===== src/rtl/acp_pkg.sv =====
// acp_pkg: constants, types and register map for the converter serial-output block
// assumes a 100 MHz system clock and an AXI4-Lite register port with 32-bit data
package acp_pkg;

    localparam int          RESULT_BITS   = 16;
    localparam int          CNT_W         = 5;
    localparam int          CONV_CYCLES   = 40;
    localparam logic [5:0]  CONV_CYCLES_W = 6'h28;

    // register byte offsets
    localparam logic [7:0]  OFS_CTRL      = 8'h00;
    localparam logic [7:0]  OFS_STATUS    = 8'h04;
    localparam logic [7:0]  OFS_RESULT    = 8'h08;
    localparam logic [7:0]  OFS_IRQ_STAT  = 8'h0c;
    localparam logic [7:0]  OFS_IRQ_CLR   = 8'h10;
    localparam logic [7:0]  OFS_IRQ_EN    = 8'h14;
    localparam logic [7:0]  OFS_SAMPLE    = 8'h18;

    // ctrl field positions
    localparam int          CTRL_EXT_CLK  = 0;
    localparam int          CTRL_PDOWN    = 1;
    localparam logic [1:0]  CTRL_RESET    = 2'h1;

    // interrupt bit positions
    localparam int          IRQ_DONE      = 0;
    localparam int          IRQ_WORD_OUT  = 1;
    localparam int          IRQ_W         = 2;

    localparam logic [1:0]  RESP_OKAY     = 2'h0;
    localparam logic [1:0]  RESP_SLVERR   = 2'h2;

    typedef enum logic [1:0] {
        ACP_IDLE,
        ACP_CONVERT,
        ACP_SHIFT,
        ACP_CASCADE
    } acp_state_e;

    // serial link pins as seen by the device
    typedef struct packed {
        logic read_convert_n;
        logic serial_data_clock;
        logic cascade_in;
    } acp_link_in_s;

    typedef struct packed {
        logic serial_data;
        logic busy_n;
    } acp_link_out_s;

endpackage


===== src/rtl/acp_sync_edge.sv =====
// acp_sync_edge: two-flop synchroniser per pin with rising/falling edge pulses
// assumes pins are asynchronous to aclk; edges are detected after the second flop
`timescale 1ns/1ps
module acp_sync_edge #(
    parameter int N = 3
) (
    input  wire logic         aclk,
    input  wire logic         aresetn,
    input  wire logic         ce,
    input  wire logic [N-1:0] pin,
    output logic      [N-1:0] level,
    output logic      [N-1:0] rise,
    output logic      [N-1:0] fall
);
    logic [N-1:0] meta_q;
    logic [N-1:0] sync_q;
    logic [N-1:0] prev_q;

    // first flop feeds only the second one
    always_ff @(posedge aclk)
    begin
        if (!aresetn)
        begin
            meta_q <= '0;
            sync_q <= '0;
            prev_q <= '0;
        end
        else if (ce)
        begin
            meta_q <= pin;
            sync_q <= meta_q;
            prev_q <= sync_q;
        end
    end

    assign level = sync_q;
    assign rise  = sync_q & ~prev_q;
    assign fall  = ~sync_q & prev_q;
endmodule


===== src/rtl/acp_core.sv =====
// acp_core: serial result shifter with cascade pass-through and power-down hold
// assumes an external host drives convert pulses and a normally low data clock
// Operation
// - the cascade input reaches the serial output only in external data clock mode.
// - simultaneous sampling in a chain yields one null bit between 16-bit words.
// - a high power-down pin shuts down the analog and reference circuits; here it only blocks new conversions.
// - during power-down the last result stays readable unless already shifted out.
`timescale 1ns/1ps
module acp_core (
    input  wire logic                  aclk,
    input  wire logic                  aresetn,
    input  wire logic                  ce,
    input  wire acp_pkg::acp_link_in_s link_in,
    input  wire logic                  power_down_pin,
    input  wire logic                  clock_source_select,
    output acp_pkg::acp_link_out_s     link_out,
    output logic                       irq,
    // axi4-lite slave
    input  wire logic [7:0]            s_axi_awaddr,
    input  wire logic                  s_axi_awvalid,
    output logic                       s_axi_awready,
    input  wire logic [31:0]           s_axi_wdata,
    input  wire logic [3:0]            s_axi_wstrb,
    input  wire logic                  s_axi_wvalid,
    output logic                       s_axi_wready,
    output logic [1:0]                 s_axi_bresp,
    output logic                       s_axi_bvalid,
    input  wire logic                  s_axi_bready,
    input  wire logic [7:0]            s_axi_araddr,
    input  wire logic                  s_axi_arvalid,
    output logic                       s_axi_arready,
    output logic [31:0]                s_axi_rdata,
    output logic [1:0]                 s_axi_rresp,
    output logic                       s_axi_rvalid,
    input  wire logic                  s_axi_rready
);
    // pin synchronisation: [2]=convert_n [1]=data clock [0]=cascade, [3]/[4] pins
    logic [4:0] pin_lvl;
    logic [4:0] pin_rise;
    logic [4:0] pin_fall;

    acp_sync_edge #(.N(5)) u_sync (
        .aclk    (aclk),
        .aresetn (aresetn),
        .ce      (ce),
        .pin     ({clock_source_select, power_down_pin, link_in}),
        .level   (pin_lvl),
        .rise    (pin_rise),
        .fall    (pin_fall)
    );

    // state
    acp_pkg::acp_state_e                  state_q;
    logic [acp_pkg::RESULT_BITS-1:0]      shift_q;
    logic [acp_pkg::RESULT_BITS-1:0]      result_q;
    logic [acp_pkg::RESULT_BITS-1:0]      sample_q;
    logic [acp_pkg::CNT_W-1:0]            bits_q;
    logic [5:0]                           conv_cnt_q;
    logic                                 sdo_q;
    logic [1:0]                           ctrl_q;
    logic [acp_pkg::IRQ_W-1:0]            irq_stat_q;
    logic [acp_pkg::IRQ_W-1:0]            irq_en_q;
    logic [acp_pkg::IRQ_W-1:0]            irq_set;
    logic [acp_pkg::IRQ_W-1:0]            irq_clr;

    // pin and control decode; a pin or a control bit can each select a mode
    wire ext_mode  = pin_lvl[4] | ctrl_q[acp_pkg::CTRL_EXT_CLK];
    wire pdown     = pin_lvl[3] | ctrl_q[acp_pkg::CTRL_PDOWN];
    wire conv_go   = pin_fall[2]; // sync flops reset low, so no false fall follows reset
    wire dclk_rise = pin_rise[1];
    wire casc_lvl  = pin_lvl[0];

    wire conv_done = (state_q == acp_pkg::ACP_CONVERT) &&
                     (conv_cnt_q == acp_pkg::CONV_CYCLES_W);
    wire word_end  = (state_q == acp_pkg::ACP_SHIFT) && dclk_rise &&
                     (bits_q == acp_pkg::CNT_W'(acp_pkg::RESULT_BITS - 1));

    // conversion and shift sequencer; power-down blocks new conversions only
    always_ff @(posedge aclk)
    begin
        if (!aresetn)
        begin
            state_q    <= acp_pkg::ACP_IDLE;
            conv_cnt_q <= '0;
            bits_q     <= '0;
            shift_q    <= '0;
            result_q   <= '0;
        end
        else if (ce)
        begin
            unique case (state_q)
                acp_pkg::ACP_IDLE, acp_pkg::ACP_CASCADE:
                begin
                    if (conv_go && !pdown)
                    begin
                        state_q    <= acp_pkg::ACP_CONVERT;
                        conv_cnt_q <= '0;
                    end
                    else if (state_q == acp_pkg::ACP_IDLE && dclk_rise && bits_q == '0)
                    begin
                        // the first clock already moves on to the second bit
                        state_q <= acp_pkg::ACP_SHIFT; // held result still readable
                        shift_q <= {shift_q[acp_pkg::RESULT_BITS-2:0], 1'b0};
                        bits_q  <= 5'h01;
                    end
                end
                acp_pkg::ACP_CONVERT:
                begin
                    conv_cnt_q <= conv_cnt_q + 6'h01;
                    if (conv_done)
                    begin
                        result_q <= sample_q;
                        shift_q  <= sample_q;
                        bits_q   <= '0;
                        state_q  <= acp_pkg::ACP_IDLE;
                    end
                end
                acp_pkg::ACP_SHIFT:
                begin
                    if (dclk_rise)
                    begin
                        shift_q <= {shift_q[acp_pkg::RESULT_BITS-2:0], 1'b0}; // msb first
                        bits_q  <= bits_q + 5'h01;
                        if (word_end)
                            state_q <= ext_mode ? acp_pkg::ACP_CASCADE
                                                : acp_pkg::ACP_IDLE;
                    end
                end
            endcase
        end
    end

    // output bit: own word, then cascade bits one per data clock; the cascade
    // bit is sampled a clock late, which is what yields the null bit in a chain
    always_ff @(posedge aclk)
    begin
        if (!aresetn)
            sdo_q <= 1'b0;
        else if (ce)
        begin
            if (state_q == acp_pkg::ACP_CASCADE && dclk_rise)
                sdo_q <= ext_mode ? casc_lvl : 1'b0;
            else if (state_q == acp_pkg::ACP_SHIFT || state_q == acp_pkg::ACP_IDLE)
                sdo_q <= shift_q[acp_pkg::RESULT_BITS-1];
            else if (state_q == acp_pkg::ACP_CONVERT)
                sdo_q <= 1'b0;
        end
    end

    assign link_out.serial_data = sdo_q;
    assign link_out.busy_n      = (state_q != acp_pkg::ACP_CONVERT);

    // ---------------- axi4-lite slave ----------------
    logic        aw_got_q;
    logic        w_got_q;
    logic [7:0]  awaddr_q;
    logic [31:0] wdata_q;
    logic        bvalid_q;
    logic [1:0]  bresp_q;
    logic        rvalid_q;
    logic [31:0] rdata_q;
    logic [1:0]  rresp_q;

    assign s_axi_awready = !aw_got_q && !bvalid_q;
    assign s_axi_wready  = !w_got_q && !bvalid_q;
    assign s_axi_arready = !rvalid_q;
    assign s_axi_bvalid  = bvalid_q;
    assign s_axi_bresp   = bresp_q;
    assign s_axi_rvalid  = rvalid_q;
    assign s_axi_rdata   = rdata_q;
    assign s_axi_rresp   = rresp_q;

    // write decode on the captured address and strobes
    logic        wdata_q_strb0;
    logic [3:0]  wstrb_q;
    wire wr_fire  = aw_got_q && w_got_q && !bvalid_q;
    wire wr_ctrl  = wr_fire && awaddr_q == acp_pkg::OFS_CTRL && wdata_q_strb0;
    wire wr_clr   = wr_fire && awaddr_q == acp_pkg::OFS_IRQ_CLR && wdata_q_strb0;
    wire wr_en    = wr_fire && awaddr_q == acp_pkg::OFS_IRQ_EN && wdata_q_strb0;
    wire wr_samp  = wr_fire && awaddr_q == acp_pkg::OFS_SAMPLE;
    wire wr_map   = wr_ctrl | wr_clr | wr_en | wr_samp | (awaddr_q == acp_pkg::OFS_STATUS) |
                    (awaddr_q == acp_pkg::OFS_RESULT) | (awaddr_q == acp_pkg::OFS_IRQ_STAT);
    assign wdata_q_strb0 = wstrb_q[0];

    // write channel capture, either order
    always_ff @(posedge aclk)
    begin
        if (!aresetn)
        begin
            aw_got_q <= 1'b0;
            w_got_q  <= 1'b0;
            awaddr_q <= '0;
            wdata_q  <= '0;
            wstrb_q  <= '0;
            bvalid_q <= 1'b0;
            bresp_q  <= acp_pkg::RESP_OKAY;
        end
        else if (ce)
        begin
            if (s_axi_awvalid && s_axi_awready)
            begin
                aw_got_q <= 1'b1;
                awaddr_q <= s_axi_awaddr;
            end
            if (s_axi_wvalid && s_axi_wready)
            begin
                w_got_q <= 1'b1;
                wdata_q <= s_axi_wdata;
                wstrb_q <= s_axi_wstrb;
            end
            if (wr_fire)
            begin
                aw_got_q <= 1'b0;
                w_got_q  <= 1'b0;
                bvalid_q <= 1'b1;
                bresp_q  <= wr_map ? acp_pkg::RESP_OKAY : acp_pkg::RESP_SLVERR;
            end
            else if (bvalid_q && s_axi_bready)
                bvalid_q <= 1'b0;
        end
    end

    // software registers; hardware set wins over software clear
    assign irq_set = {word_end, conv_done};
    assign irq_clr = wr_clr ? wdata_q[acp_pkg::IRQ_W-1:0] : '0;
    always_ff @(posedge aclk)
    begin
        if (!aresetn)
        begin
            ctrl_q     <= acp_pkg::CTRL_RESET;
            irq_en_q   <= '0;
            irq_stat_q <= '0;
            sample_q   <= '0;
        end
        else if (ce)
        begin
            if (wr_ctrl)
                ctrl_q <= wdata_q[1:0];
            if (wr_en)
                irq_en_q <= wdata_q[acp_pkg::IRQ_W-1:0];
            if (wr_samp)
                sample_q <= wdata_q[acp_pkg::RESULT_BITS-1:0];
            irq_stat_q <= (irq_stat_q & ~irq_clr) | irq_set;
        end
    end
    assign irq = |(irq_stat_q & irq_en_q);

    // read channel, one cycle after address acceptance
    wire [31:0] rd_mux =
        (s_axi_araddr == acp_pkg::OFS_CTRL)     ? {30'h0, ctrl_q} :
        (s_axi_araddr == acp_pkg::OFS_STATUS)   ? {27'h0, pdown, ext_mode, bits_q == '0,
                                                   state_q == acp_pkg::ACP_CASCADE,
                                                   state_q == acp_pkg::ACP_CONVERT} :
        (s_axi_araddr == acp_pkg::OFS_RESULT)   ? {16'h0, result_q} :
        (s_axi_araddr == acp_pkg::OFS_IRQ_STAT) ? {30'h0, irq_stat_q} :
        (s_axi_araddr == acp_pkg::OFS_IRQ_EN)   ? {30'h0, irq_en_q} :
        (s_axi_araddr == acp_pkg::OFS_SAMPLE)   ? {16'h0, sample_q} : 32'h0;
    wire rd_map = (s_axi_araddr <= acp_pkg::OFS_SAMPLE) && (s_axi_araddr[1:0] == 2'h0) &&
                  (s_axi_araddr != acp_pkg::OFS_IRQ_CLR);

    always_ff @(posedge aclk)
    begin
        if (!aresetn)
        begin
            rvalid_q <= 1'b0;
            rdata_q  <= '0;
            rresp_q  <= acp_pkg::RESP_OKAY;
        end
        else if (ce)
        begin
            if (s_axi_arvalid && s_axi_arready)
            begin
                rvalid_q <= 1'b1;
                rdata_q  <= rd_map ? rd_mux : 32'h0;
                rresp_q  <= rd_map ? acp_pkg::RESP_OKAY : acp_pkg::RESP_SLVERR;
            end
            else if (rvalid_q && s_axi_rready)
                rvalid_q <= 1'b0;
        end
    end
endmodule


===== config.mk =====
export PLATFORM = sky130hd
export DESIGN_NAME = acp_core
export DESIGN_NICKNAME = d
export VERILOG_FILES = /design/src/rtl/acp_pkg.sv /design/src/rtl/acp_sync_edge.sv /design/src/rtl/acp_core.sv
export SDC_FILE = /design/constraint.sdc
export NUM_CORES = 1
export LEC_CHECK = 0
export BUFFER_PORTS_ARGS = -buffer_cell sky130_fd_sc_hd__buf_2
export CAP_MARGIN = 20
export CORE_MARGIN = 5
export CORE_UTILIZATION = 40
export CTS_CLUSTER_SIZE = 10
export DETAILED_ROUTE_END_ITERATION = 10
export MAX_ROUTING_LAYER = met4
export PLACE_DENSITY = 0.63
export SLEW_MARGIN = 20
export SYNTH_ARGS = -nofsm -noshare
export SYNTH_HDL_FRONTEND = slang
export SYNTH_SLANG_ARGS = --single-unit

===== constraint.sdc =====
create_clock -name aclk -period 2.4 [get_ports aclk]
set_input_delay 0.12 -clock aclk [delete_from_list [all_inputs] [get_ports aclk]]
set_output_delay 0.12 -clock aclk [all_outputs]
set_load 0.01 [all_outputs]

==> impl_metrics.json <==
{
  "status": "completed",
  "critPathKind": "reg2reg",
  "cp.buffers_inverters": 1,
  "drive_gt1_share_pct": 21.7,
  "grt_max_degree": 39,
  "setup_viol": 0,
  "drv_slew": 0,
  "io_pins": 109,
  "syn_area_per_cell_um2": 8.90,
  "grt_pass1_vias": 4488,
  "cts_buffer_depth": 2,
  "layout.cells.non_filler": 943,
  "die-area_um2": 17100,
  "rsz0062_at_grt": "no",
  "drt-wirelength-per-cell_um": 13.9,
  "vias": 4786,
  "grt_use_total_pct": 16.8,
  "drtAntennaViolNets": 0,
  "ir_worst_vdd_mv": 0.513,
  "ys_top_cells_by_count": "dfxtp_1 (127), nor2_1 (87), nand2_1 (74), mux2i_1 (53), a21oi_1 (42)",
  "cp-start-kind": "flop",
  "first_iter_violations": 216,
  "fin_worst_skew_ps": 12.7,
  "cts.htree.levels": 4,
  "finalInstanceArea_um2": 7240,
  "drv_cap": 0,
  "place_hpwl_mm": 9.27,
  "place_inst": 879,
  "root_buffer": "clkbuf_16",
  "die_x_um": 131,
  "diodes": 0,
  "clock_latency_ps": 420,
  "place.gp.congestion": 0.836,
  "cts.sinks": 127,
  "synthCells": 655,
  "grt-ovfl-total": 0,
  "viasPerCell": 5.08,
  "swShare_pct": 22.0,
  "drc": 0,
  "layout.nets": 820,
  "cts_tree": "done",
  "ff_latch_area_um2": 2540,
  "multi_input_area_um2": 2920,
  "grt_pass1_wl_mm": 22.2,
  "synthTopCellsByArea": "dfxtp_1 (44%), mux2i_1 (9.1%), nor2_1 (5.6%)",
  "crit_family": "compound AO/OA/AOI/OAI gates",
  "path_cells": "inv_1 > ha_1 > nand2b_1 > o31ai_1 > nor2_1 > mux2_2",
  "die_h_um": 131,
  "dpl_cell_area_um2": 6270,
  "required_ps": 2700,
  "tightest_slew_ps": 616,
  "synth_ff_type": "dfxtp_1",
  "critPathArrivalTime_ps": 2380,
  "cts_resized": 0,
  "worst_path_max_delay_cell": "o31ai_1",
  "drt_first_pass_iters": 4,
  "period_needed_ps": 2080,
  "seq_power_share_pct": 40.8,
  "pwr-share-comb_pct": 7.1,
  "drt_wl_total_mm": 13.1,
  "synthArstFlopShare_pct": 0,
  "hold_viol": 0,
  "period_share_pct": 86.7,
  "switchingPower_mw": 1.18,
  "yosysTopAreaCell": "dfxtp_1",
  "internal_power_mw": 4.21,
  "hold_slack_ps": 63.1,
  "syn_to_final_growth_pct": 24.3,
  "synth.most_common_cell": "dfxtp_1",
  "p_per_area_nw_per_um2": 745,
  "min_path_type": "in2reg",
  "synth_cell_types": 60,
  "yosysSeqAreaShare_pct": 43.6,
  "ys_warn_count": 0,
  "antenna_found_initial": 0,
  "power.share.clock_pct": 52.1,
  "cts_buffers": 17,
  "fill_cells": 1343,
  "portBuffers": 71,
  "core_um2": 14400,
  "power_mw": 5.39,
  "clkTransAtPathRegs_ps": 60,
  "max_stage_delay_ps": 540,
  "yosysTopAreaCellShare_pct": 43.6,
  "power_leakage_nw": 2.77,
  "rows": 44,
  "tns_ps": 0,
  "ys_ff_latch": 127,
  "crit_fanout": 7,
  "start_util_pct": 40.4,
  "synth_edf_count": 0,
  "syn_area_um2": 5830,
  "fmax_ghz": 0.480,
  "max_slew_margin_pct": 58.6,
  "critPathCaptureType": "flop"
}
## final timing paths
path                          startpoint                          end  slack, ps  depth (start not counted)
max              state_q[0]$_SDFFE_PN0P_   conv_cnt_q[4]$_SDFFE_PN0P_        320                          6
min                              aresetn       bits_q[1]$_SDFFE_PN0P_         60                          3
max reg2reg      state_q[0]$_SDFFE_PN0P_   conv_cnt_q[4]$_SDFFE_PN0P_        320                          6
min reg2reg  s_axi_rdata[4]$_SDFFE_PN0P_  s_axi_rdata[4]$_SDFFE_PN0P_        450                          2
## stage by stage
stage                     setup WS (ps)  utilization, %
after floorplan                     522               -
after global placement              392            43.5
after detailed placement            316            43.5
after CTS                           318            50.2
after global routing                119            50.2
final                               318            50.2
## timing repair
item	in CTS	in global routing
setup buffers	0	0
setup endpoints to repair	0	0
endpoints found under the hold margin	32	0
hold buffers	32	0
## routing by layer
metal | vias to the layer above | global-route usage, % | share of wire [%]
met3 | 16 | 4.67 | 4.3
met1 | 2244 | 20.7 | 46
met4 | 0 | 6.11 | 1.6
li1 | 2436 | - | -
met2 | 90 | 26.4 | 48
met5 | - | - | 0
## flip-flops by register name (all words and copies together) (netlist names), 6 cells and up
name and flops:
s_axi_rdata 16, sample_q 16, conv_cnt_q 6, result_q 16, wdata_q 16, awaddr_q 8
shift_q 16
## cell families after synthesis
group	Yosys count	synth area share (%)
other cells	1	0.0644
mux	66	11.6
flops	127	43.6
compound gates	124	13.9
buf+inv	82	7.62
simple gates	243	20.7
fa+ha+maj	9	1.93
xor+xnor	3	0.451
## power by group through the flow
stage	clock network (mW)	registers, mW	logic, mW
after detailed placement	0	2.25	0.341
after global placement	0	2.24	0.331
after CTS	2.86	2.20	0.383
final	2.81	2.20	0.382
after global routing	2.96	2.21	0.428
after floorplan	0	2.24	0.259
## worst register-to-register path: cells and delay by family, from the launching register on
family | cells | cell delay, ps
compound gates | 1 | 540
buf+inv | 1 | 80
simple gates | 2 | 310
mux | 1 | 270
fa+ha+maj | 1 | 390
flops | 1 | 370
## cell type report
cell class | instances | area share (%)
flip-flops and latches | 127 | 35.1
clock buffers | 20 | 6.17
inverters | 18 | 0.933
well taps | 184 | 3.18
repair buffers | 119 | 11.5
clock inverters | 12 | 2.83
multi-input cells | 463 | 40.3
## cell usage in the layout, fill, tap and decap left out, types with 3 or more instances in the layout
master | netlist | layout
nand2_1 | 74 | 74
nor2b_1 | 6 | 6
buf_12 | 0 | 3
nand4_1 | 9 | 9
inv_6 | 0 | 3
nor3_1 | 4 | 4
dfxtp_1 | 127 | 127
ha_1 | 9 | 9
buf_2 | 10 | 71
a22oi_1 | 12 | 12
conb_1 | 1 | 18
bufinv_16 | 0 | 5
a211oi_1 | 15 | 15
o21ai_2 | 14 | 14
o211ai_1 | 4 | 4
o21ai_0 | 17 | 17
mux2_2 | 13 | 13
inv_1 | 17 | 16
nor2_1 | 87 | 87
nand3_2 | 6 | 6
buf_4 | 23 | 13
and3_1 | 3 | 3
nand3b_1 | 3 | 3
nand2b_1 | 4 | 4
nand3_1 | 24 | 24
xnor2_1 | 3 | 3
dlygate4sd3_1 | 0 | 32
mux2i_1 | 53 | 53
a21oi_1 | 42 | 42
clkbuf_16 | 0 | 17
o31ai_1 | 4 | 4
No activity file was read; power rests on OpenSTA's default activity.
